`src/rtl/adc_seq_pkg.sv`:
```
// Constants, register map and types for the converter sequencer.
// Assumes an 8-bit CPU bus and one 25 MHz clock; one state is one cycle.
package adc_seq_pkg;
    localparam int RES_W = 10;
    localparam int ADDR_W = 4;
    localparam int CNT_W = 9;
    // Byte offsets on the CPU bus
    localparam logic [ADDR_W-1:0] OFS_RES_BASE = 4'h0;
    localparam logic [ADDR_W-1:0] OFS_CSR = 4'h8;
    localparam logic [ADDR_W-1:0] OFS_TRG = 4'h9;
    // Control/status fields
    localparam int CSR_FLAG_BIT = 7;
    localparam int CSR_IE_BIT = 6;
    localparam int CSR_START_BIT = 5;
    localparam int CSR_SCAN_BIT = 4;
    localparam int CSR_SPEED_BIT = 3;
    localparam int CSR_GROUP_BIT = 2;
    localparam logic [7:0] CSR_RESET = 8'h00;
    // Trigger-control fields
    localparam int TRG_EN_BIT = 7;
    localparam logic [7:0] TRG_RESET = 8'h7F;
    localparam logic [6:0] TRG_RSVD = 7'h7F;
    // Conversion timing in states (start delay + sample + ten bit steps)
    localparam logic [CNT_W-1:0] DLY_SLOW = 9'h00B;
    localparam logic [CNT_W-1:0] SMP_SLOW = 9'h040;
    localparam logic [CNT_W-1:0] BIT_SLOW = 9'h013;
    localparam logic [CNT_W-1:0] DLY_FAST = 9'h00B;
    localparam logic [CNT_W-1:0] SMP_FAST = 9'h020;
    localparam logic [CNT_W-1:0] BIT_FAST = 9'h009;
    typedef enum logic [1:0] {SAR_IDLE, SAR_DELAY, SAR_SAMPLE, SAR_CONV}
        sar_state_t;
endpackage

```
`src/rtl/sar_link_if.sv`:
```
// Signals between the sequencer control and the approximation engine.
// Assumes both ends run on the same clock.
`timescale 1ns/1ns
`default_nettype none
interface sar_link_if;
    import adc_seq_pkg::*;
    logic start;
    logic abort;
    logic speed;
    logic cmp;
    logic done;
    logic sample;
    logic [RES_W-1:0] result;
    logic [RES_W-1:0] dac;
    modport ctrl(output start, abort, speed, cmp,
        input done, sample, result, dac);
    modport core(input start, abort, speed, cmp,
        output done, sample, result, dac);
endinterface
`default_nettype wire

```
`src/rtl/sar_engine.sv`:
```
// Successive approximation engine: delay, sample, then ten bit trials.
// Assumes cmp is already synchronised and high when input exceeds dac.
`timescale 1ns/1ns
`default_nettype none
module sar_engine (
    // Clock and reset
    input wire logic i_clk,
    input wire logic i_reset_n,
    // Link to control
    sar_link_if.core lnk
);
    import adc_seq_pkg::*;
    sar_state_t state_reg, state_next;
    logic [CNT_W-1:0] cnt_reg, cnt_next;
    logic [3:0] idx_reg, idx_next;
    logic [RES_W-1:0] code_reg, code_next;
    logic [RES_W-1:0] res_reg, res_next;
    logic fast_reg, fast_next;
    logic smp_reg, smp_next;
    logic done_reg, done_next;
    logic [RES_W-1:0] trial;
    logic [RES_W-1:0] kept;

    // Next state; speed is latched at start so it cannot change mid-way
    always_comb begin
        state_next = state_reg;
        cnt_next = cnt_reg;
        idx_next = idx_reg;
        code_next = code_reg;
        res_next = res_reg;
        fast_next = fast_reg;
        smp_next = smp_reg;
        done_next = 1'b0;
        trial = RES_W'(10'h001 << idx_reg);
        kept = lnk.cmp ? code_reg : (code_reg & ~trial);
        if (cnt_reg != '0) begin
            cnt_next = cnt_reg - 9'h001;
        end
        unique case (state_reg)
            SAR_IDLE: if (lnk.start) begin
                state_next = SAR_DELAY;
                fast_next = lnk.speed;
                // Start register eats one delay state
                cnt_next = (lnk.speed ? DLY_FAST : DLY_SLOW) - 9'h002;
            end
            SAR_DELAY: if (cnt_reg == '0) begin
                state_next = SAR_SAMPLE;
                smp_next = 1'b1;
                cnt_next = (fast_reg ? SMP_FAST : SMP_SLOW) - 9'h001;
            end
            SAR_SAMPLE: if (cnt_reg == '0) begin
                state_next = SAR_CONV;
                smp_next = 1'b0;
                idx_next = 4'h9;
                code_next = 10'h200;
                cnt_next = (fast_reg ? BIT_FAST : BIT_SLOW) - 9'h001;
            end
            SAR_CONV: if (cnt_reg == '0) begin
                // Keep or drop the trial bit, then try the next one
                if (idx_reg == 4'h0) begin
                    res_next = kept;
                    done_next = 1'b1;
                    state_next = SAR_IDLE;
                end else begin
                    idx_next = idx_reg - 4'h1;
                    code_next = kept | RES_W'(10'h001 << (idx_reg - 4'h1));
                    cnt_next = (fast_reg ? BIT_FAST : BIT_SLOW) - 9'h001;
                end
            end
        endcase
        if (lnk.abort) begin
            state_next = SAR_IDLE;
            smp_next = 1'b0;
            done_next = 1'b0;
        end
    end

    // State registers
    always_ff @(posedge i_clk or negedge i_reset_n) begin
        if (!i_reset_n) begin
            state_reg <= SAR_IDLE;
            cnt_reg <= '0;
            idx_reg <= 4'h0;
            code_reg <= '0;
            res_reg <= '0;
            fast_reg <= 1'b0;
            smp_reg <= 1'b0;
            done_reg <= 1'b0;
        end else begin
            state_reg <= state_next;
            cnt_reg <= cnt_next;
            idx_reg <= idx_next;
            code_reg <= code_next;
            res_reg <= res_next;
            fast_reg <= fast_next;
            smp_reg <= smp_next;
            done_reg <= done_next;
        end
    end

    assign lnk.done = done_reg;
    assign lnk.sample = smp_reg;
    assign lnk.result = res_reg;
    assign lnk.dac = code_reg;
endmodule // sar_engine
`default_nettype wire

```
`src/rtl/adc_seq_ctrl.sv`:
```
// Top of the converter sequencer: CPU byte registers, mode sequencing.
// Assumes an 8-bit CPU bus on i_clk and a comparator from the analog core.
`timescale 1ns/1ns
`default_nettype none
module adc_seq_ctrl (
    // Clock and reset
    input wire logic i_clk,
    input wire logic i_reset_n,
    // CPU byte bus
    input wire logic [adc_seq_pkg::ADDR_W-1:0] i_bus_addr,
    input wire logic i_bus_rd,
    input wire logic i_bus_wr,
    input wire logic [7:0] i_bus_wdata,
    output logic [7:0] o_bus_rdata,
    // Timer trigger, one-cycle pulse
    input wire logic i_timer_trigger_source,
    // Analog core
    input wire logic i_cmp_above,
    output logic o_sample_hold,
    output logic [adc_seq_pkg::RES_W-1:0] o_dac_code,
    output logic [2:0] o_analog_sel,
    // Interrupt request
    output logic o_conv_end_irq
);
    import adc_seq_pkg::*;

    sar_link_if lnk();

    logic cmp_meta_reg, cmp_sync_reg;
    logic conv_end_flag_reg, conv_end_flag_next;
    logic end_irq_enable_reg, end_irq_enable_next;
    logic conv_start_bit_reg, conv_start_bit_next;
    logic scan_reg, scan_next;
    logic conv_speed_sel_reg, conv_speed_sel_next;
    logic [2:0] chan_reg, chan_next;
    logic timer_start_enable_reg, timer_start_enable_next;
    logic armed_reg, armed_next;
    logic [1:0] pos_reg, pos_next;
    logic [2:0] sel_reg, sel_next;
    logic go_reg, go_next;
    logic abort_reg, abort_next;
    logic irq_reg, irq_next;
    logic [RES_W-1:0] res_reg [4];
    logic [RES_W-1:0] res_next [4];
    logic [7:0] rdata_reg, rdata_next;
    logic [7:0] hold_reg, hold_next;
    logic wr_csr, rd_csr, wr_trg, rd_res;
    logic flag_set;
    logic [1:0] ridx;
    logic [1:0] last_pos;

    // Decode of the byte bus
    assign wr_csr = i_bus_wr && (i_bus_addr == OFS_CSR);
    assign rd_csr = i_bus_rd && (i_bus_addr == OFS_CSR);
    assign wr_trg = i_bus_wr && (i_bus_addr == OFS_TRG);
    assign rd_res = i_bus_rd && (i_bus_addr[3] == OFS_RES_BASE[3]);
    assign ridx = i_bus_addr[2:1];
    assign last_pos = chan_reg[1:0];

    // Comparator comes from the analog domain, so two flops first
    always_ff @(posedge i_clk or negedge i_reset_n) begin
        if (!i_reset_n) begin
            cmp_meta_reg <= 1'b0;
            cmp_sync_reg <= 1'b0;
        end else begin
            cmp_meta_reg <= i_cmp_above;
            cmp_sync_reg <= cmp_meta_reg;
        end
    end

    // Engine link
    assign lnk.start = go_reg;
    assign lnk.abort = abort_reg;
    assign lnk.speed = conv_speed_sel_reg;
    assign lnk.cmp = cmp_sync_reg;

    sar_engine u_sar (
        .i_clk(i_clk),
        .i_reset_n(i_reset_n),
        .lnk(lnk.core)
    );

    // Control and sequencing next values
    always_comb begin
        conv_end_flag_next = conv_end_flag_reg;
        end_irq_enable_next = end_irq_enable_reg;
        conv_start_bit_next = conv_start_bit_reg;
        scan_next = scan_reg;
        conv_speed_sel_next = conv_speed_sel_reg;
        chan_next = chan_reg;
        timer_start_enable_next = timer_start_enable_reg;
        armed_next = armed_reg;
        pos_next = pos_reg;
        sel_next = sel_reg;
        go_next = 1'b0;
        abort_next = 1'b0;
        flag_set = 1'b0;
        for (int i = 0; i < 4; i++) begin
            res_next[i] = res_reg[i];
        end
        // Settings take effect in the same write as the start bit
        if (wr_csr) begin
            end_irq_enable_next = i_bus_wdata[CSR_IE_BIT];
            scan_next = i_bus_wdata[CSR_SCAN_BIT];
            conv_speed_sel_next = i_bus_wdata[CSR_SPEED_BIT];
            chan_next = i_bus_wdata[2:0];
            conv_start_bit_next = i_bus_wdata[CSR_START_BIT];
        end
        if (wr_trg) begin
            timer_start_enable_next = i_bus_wdata[TRG_EN_BIT];
        end
        // Timer start only when enabled and halted
        if (i_timer_trigger_source && timer_start_enable_reg
            && !conv_start_bit_reg) begin
            conv_start_bit_next = 1'b1;
        end
        // Completion of one conversion
        if (lnk.done && conv_start_bit_reg) begin
            res_next[sel_reg[1:0]] = lnk.result;
            if (!scan_reg) begin
                flag_set = 1'b1;
                conv_start_bit_next = 1'b0;
            end else begin
                if (pos_reg == last_pos) begin
                    flag_set = 1'b1;
                    pos_next = 2'b00;
                end else begin
                    pos_next = pos_reg + 2'b01;
                end
                sel_next = {chan_reg[CSR_GROUP_BIT], pos_next};
                go_next = conv_start_bit_next;
            end
        end
        // Fresh start: new settings, first channel of the group in scan
        if (!conv_start_bit_reg && conv_start_bit_next) begin
            pos_next = 2'b00;
            sel_next = scan_next ? {chan_next[CSR_GROUP_BIT], 2'b00}
                : chan_next;
            go_next = 1'b1;
        end
        // Software stop halts a running conversion
        if (conv_start_bit_reg && !conv_start_bit_next && !flag_set) begin
            abort_next = 1'b1;
            go_next = 1'b0;
        end
        // Flag: clear needs an earlier read while set; set wins
        if (rd_csr && conv_end_flag_reg) begin
            armed_next = 1'b1;
        end
        if (wr_csr && !i_bus_wdata[CSR_FLAG_BIT] && armed_reg) begin
            conv_end_flag_next = 1'b0;
            armed_next = 1'b0;
        end
        if (flag_set) begin
            conv_end_flag_next = 1'b1;
        end
        irq_next = conv_end_flag_next && end_irq_enable_next;
    end

    // Control registers; all zero from reset, trigger gate included
    always_ff @(posedge i_clk or negedge i_reset_n) begin
        if (!i_reset_n) begin
            conv_end_flag_reg <= CSR_RESET[CSR_FLAG_BIT];
            end_irq_enable_reg <= CSR_RESET[CSR_IE_BIT];
            conv_start_bit_reg <= CSR_RESET[CSR_START_BIT];
            scan_reg <= CSR_RESET[CSR_SCAN_BIT];
            conv_speed_sel_reg <= CSR_RESET[CSR_SPEED_BIT];
            chan_reg <= CSR_RESET[2:0];
            timer_start_enable_reg <= TRG_RESET[TRG_EN_BIT];
            armed_reg <= 1'b0;
            pos_reg <= 2'b00;
            sel_reg <= 3'h0;
            go_reg <= 1'b0;
            abort_reg <= 1'b0;
            irq_reg <= 1'b0;
            for (int i = 0; i < 4; i++) begin
                res_reg[i] <= '0;
            end
        end else begin
            conv_end_flag_reg <= conv_end_flag_next;
            end_irq_enable_reg <= end_irq_enable_next;
            conv_start_bit_reg <= conv_start_bit_next;
            scan_reg <= scan_next;
            conv_speed_sel_reg <= conv_speed_sel_next;
            chan_reg <= chan_next;
            timer_start_enable_reg <= timer_start_enable_next;
            armed_reg <= armed_next;
            pos_reg <= pos_next;
            sel_reg <= sel_next;
            go_reg <= go_next;
            abort_reg <= abort_next;
            irq_reg <= irq_next;
            for (int i = 0; i < 4; i++) begin
                res_reg[i] <= res_next[i];
            end
        end
    end

    // Read path; the latch keeps word reads coherent across two bytes
    always_comb begin
        rdata_next = 8'h00;
        hold_next = hold_reg;
        if (rd_res && !i_bus_addr[0]) begin
            rdata_next = res_reg[ridx][RES_W-1:2];
            hold_next = {res_reg[ridx][1:0], 6'h00};
        end else if (rd_res) begin
            rdata_next = hold_reg;
        end else if (rd_csr) begin
            rdata_next = {conv_end_flag_reg, end_irq_enable_reg,
                conv_start_bit_reg, scan_reg, conv_speed_sel_reg, chan_reg};
        end else if (i_bus_rd && i_bus_addr == OFS_TRG) begin
            rdata_next = {timer_start_enable_reg, TRG_RSVD};
        end
    end

    // Read registers
    always_ff @(posedge i_clk or negedge i_reset_n) begin
        if (!i_reset_n) begin
            rdata_reg <= 8'h00;
            hold_reg <= 8'h00;
        end else begin
            rdata_reg <= rdata_next;
            hold_reg <= hold_next;
        end
    end

    // Outputs, each from a flop
    assign o_bus_rdata = rdata_reg;
    assign o_conv_end_irq = irq_reg;
    assign o_analog_sel = sel_reg;
    assign o_sample_hold = lnk.sample;
    assign o_dac_code = lnk.dac;
endmodule // adc_seq_ctrl
`default_nettype wire

```
`config.mk`:
```
export PLATFORM = sky130hd
export DESIGN_NAME = adc_seq_ctrl
export DESIGN_NICKNAME = d
export VERILOG_FILES = /design/src/rtl/adc_seq_pkg.sv /design/src/rtl/sar_link_if.sv /design/src/rtl/sar_engine.sv /design/src/rtl/adc_seq_ctrl.sv
export SDC_FILE = /design/constraint.sdc
export NUM_CORES = 1
export LEC_CHECK = 0
export BUFFER_PORTS_ARGS = -buffer_cell sky130_fd_sc_hd__buf_2
export CAP_MARGIN = 15
export CORE_ASPECT_RATIO = 1.1
export CORE_UTILIZATION = 60
export CTS_CLUSTER_DIAMETER = 120
export DETAILED_ROUTE_END_ITERATION = 10
export PLACE_DENSITY_LB_ADDON = 0.08
export SYNTH_ARGS = -nofsm -noshare
export SYNTH_HDL_FRONTEND = slang
export SYNTH_SLANG_ARGS = --single-unit
```
`constraint.sdc`:
```
create_clock -name i_clk -period 3 [get_ports i_clk]
set_input_delay 0.3 -clock i_clk [delete_from_list [all_inputs] [get_ports i_clk]]
set_output_delay 0.3 -clock i_clk [all_outputs]
set_load 0.05 [all_outputs]
```
==> impl_metrics.csv <==
group,metric,value,unit
global_routing,antenna_found_initial,0,
global_routing,gr-usage-met3,3.695,%
final_layout,fillCellCount,677,
logic_synthesis,synth.area.top_cells,"dfrtp_1 (51%), mux2_2 (11%), nand2_1 (5.6%)",
route,wirelength,10820,µm
cts,cts-hold-fix-buffers,1,
run,cap_viol_max_count,0,
setup_path,endpoint_kind,"flip-flop",
pwr,p_switching,1920,µW
final_layout,antenna_cells,0,
timing,setup_viol,0,
logic_synthesis,synth_edf_count,0,
place,dp.final_hpwl,7539,µm
global_routing,top_usage_layer,"met2",
logic_synthesis,yosys_warnings,0,
place,place.gp.congestion,0.8837,
pwr,peakVddDrop,0.5083,mV
logic_synthesis,synth_cell_types,60,
logic_synthesis,synth_mux_area_share,16.33,%
logic_synthesis,synth_ff_type,"dfrtp_1",
setup_path,crit_path_start_kind,"flip-flop",
setup_path,cp_cell_sequence,"inv_1, ha_1, nor4b_4, and2_4, inv_2, ha_1, a21oi_1, o21ai_0, a31o_2, nor2b_1, o22ai_1",
logic_synthesis,synth_async_sr_flop_share,100.0,%
timing,fmax,384.8,MHz
cts,cts_tree,"built",
cts,cts.sinks,108,
cts,clk_latency,370,ps
timing,slew_headroom,56.44,%
global_routing,grt_pass1_vias,3716,
setup_path,cp_top_family,"simple AND/OR/NAND/NOR gates",
final_layout,largest_reg_flops,40,
setup_path,cpMaxStageDelayCell,"dfrtp_1",
route,first_iter_violations,165,
timing,grt_setup_unrepaired,"no",
global_routing,use_met1,36.24,%
outcome,status,"finished, final reports clean",
pwr,p_total,4583,µW
cts,cts_setup_buffers,0,
setup_path,critPathMaxStageDelay,420,ps
floorplan,die_width,91.77,µm
final_layout,drive_gt1_share,26.42,%
logic_synthesis,synthAdderAreaFrac,3.058,%
setup_path,crit_top_cell,"ha_1",
logic_synthesis,synth_top_cell_area_share,50.81,%
place,port_buffers,40,
global_routing,grt_max_degree,60,
setup_path,cp_num_buf_inv,2,
logic_synthesis,yosys-top-cells-count,"dfrtp_1 (108), nand2_1 (80), mux2_2 (50)",
route,vias,3748,
logic_synthesis,synthXorXnorAreaFrac,0.4940,%
floorplan,dieArea,9246,µm²
pwr,internal_power,2663,µW
timing,drv_slew,0,
global_routing,grt_use_total,26.04,%
logic_synthesis,netlist_instances,471,
cts,ctsLongestPathBuffers,2,
timing,period_share,86.62,%
global_routing,grt_use_met2,42.28,%
route,wl_per_cell,17.40,µm
route,firstDrtPassIters,4,
setup_path,crit_arrival,2830,ps
timing,clock_skew,21.15,ps
pwr,cellLeakagePower,0.002753,µW
pwr,combinationalPowerShare,37.5,%
final_layout,post-route-util,68.23,%
timing,max_slew.worst_pin.slew,651.5,ps
floorplan,start_util,62.61,%
pwr,p_clk_share,19.1,%
logic_synthesis,syn_area,5319,µm²
timing,tns,0,ps
pwr,sequentialPowerShare,43.3,%
timing,period_minus_slack,2599,ps
global_routing,grt-ovfl-total,0,
logic_synthesis,synth_top_family_by_area,"multiplexers",
cts,root_buffer,"clkbuf_8",
logic_synthesis,synth_area_per_cell,11.29,µm²
route,ant_nets,0,
route,drc,0,
pwr,switching_share,41.90,%
setup_path,path_class,"reg -> reg",
logic_synthesis,synth_top_cell_by_area,"dfrtp_1",
cts,cts.htree.levels,3,
cts,clk_pin_slew,110,ps
logic_synthesis,synth_compound_area_share,11.24,%
final_layout,final_nets,537,
route,via_per_inst,6.026,
floorplan,core,8496,µm²
min_path,hold_class,"in -> reg",
timing,hold_violations,0,
logic_synthesis,yosys.area_share.simple,14.94,%
setup_path,critPathRequiredTime,3230,ps
pwr,p_per_area,790.6,nW/µm²
logic_synthesis,synth-seq-cells,108,
floorplan,die_h,100.8,µm
cts,cts_resized,0,
floorplan,row_count,35,
logic_synthesis,synth_nets,502,
cts,cts_inserted_buffers,9,
floorplan,num_io_pins,41,
setup_path,path_max_fanout,13,
logic_synthesis,seq_area_frac_synth,50.81,%
logic_synthesis,synth_most_common_cell,"dfrtp_1",
final_layout,syn2layout_area_growth,8.986,%
global_routing,grt_first_pass_wirelength,18630,µm
## power by group through the flow
stage | Combinational [µW] | Clock (µW) | Sequential [µW]
floorplan | 1180 | 0 | 2110
global placement | 1670 | 0 | 1990
detailed placement | 1690 | 0 | 2010
CTS | 1710 | 897 | 1980
global route | 1900 | 961 | 2020
finish | 1720 | 877 | 1990
## stage by stage
step	setup WS, ps	cell area, µm²	cells	hold WS [ps]
2_1_floorplan	842.3	5319	471	4.409
3_5_place_dp	524.7	5585	605	337.3
5_1_grt	321.9	5797	622	2.270
4_1_cts	425.3	5797	622	14.58
6_report	401.3	5797	622	28.31
3_3_place_gp	680.7	5585	605	332.8
## layout by cell type, fill, tap and decap left out, types with 5 or more instances in the layout
cell type | netlist | layout
buf_2 | 8 | 39
nor3_1 | 6 | 6
clkbuf_8 | 1 | 10
mux2i_1 | 8 | 8
a22oi_1 | 6 | 6
inv_1 | 14 | 14
mux4_2 | 10 | 10
mux2_2 | 50 | 50
ha_1 | 13 | 13
a21oi_1 | 19 | 19
dfrtp_1 | 108 | 108
a22o_1 | 8 | 8
nand3_1 | 8 | 8
nor2b_1 | 5 | 5
nand2_1 | 80 | 80
nor2_1 | 24 | 24
o21ai_0 | 25 | 25
## final timing paths
path	from	endpoint	slack (ps)	cells past startpoint
setup / recovery	u_sar.cnt_reg[0]	u_sar.cnt_reg[0]	400	11
hold / removal	i_cmp_above	cmp_meta_reg	30	1
setup reg to reg	u_sar.cnt_reg[0]	u_sar.cnt_reg[0]	400	11
hold reg to reg	cmp_meta_reg	cmp_sync_reg	360	0
max in group asynchronous	i_reset_n	u_sar.idx_reg[0]	1790	3
min in group asynchronous	i_reset_n	end_irq_enable_reg	480	2
## cell type report
cell class / instances / area, µm² / share of cell area, %
Clock buffer: 10 / 137.6 / 2.374
Clock inverter: 6 / 63.81 / 1.101
Inverter: 15 / 56.30 / 0.9713
Multi-Input combinational cell: 328 / 2450 / 42.26
Sequential cell: 108 / 2703 / 46.62
Tap cell: 111 / 138.9 / 2.396
Timing Repair Buffer: 44 / 247.7 / 4.274
## routing by layer
metal / up-vias / routed length (µm)
met5: - / 0
met2: 114 / 5331
met1: 1870 / 4905
li1: 1746 / -
met3: 18 / 374
met4: 0 / 210
## logic make-up after synthesis
group	after synthesis
xor gates and xnor gates	3
buffers and inverters	35
DFF	108
and+or+nand+nor	152
adders and majority gates	13
AOI/OAI and AO/OA	92
muxes	68
No activity file was read; power rests on OpenSTA's default activity.
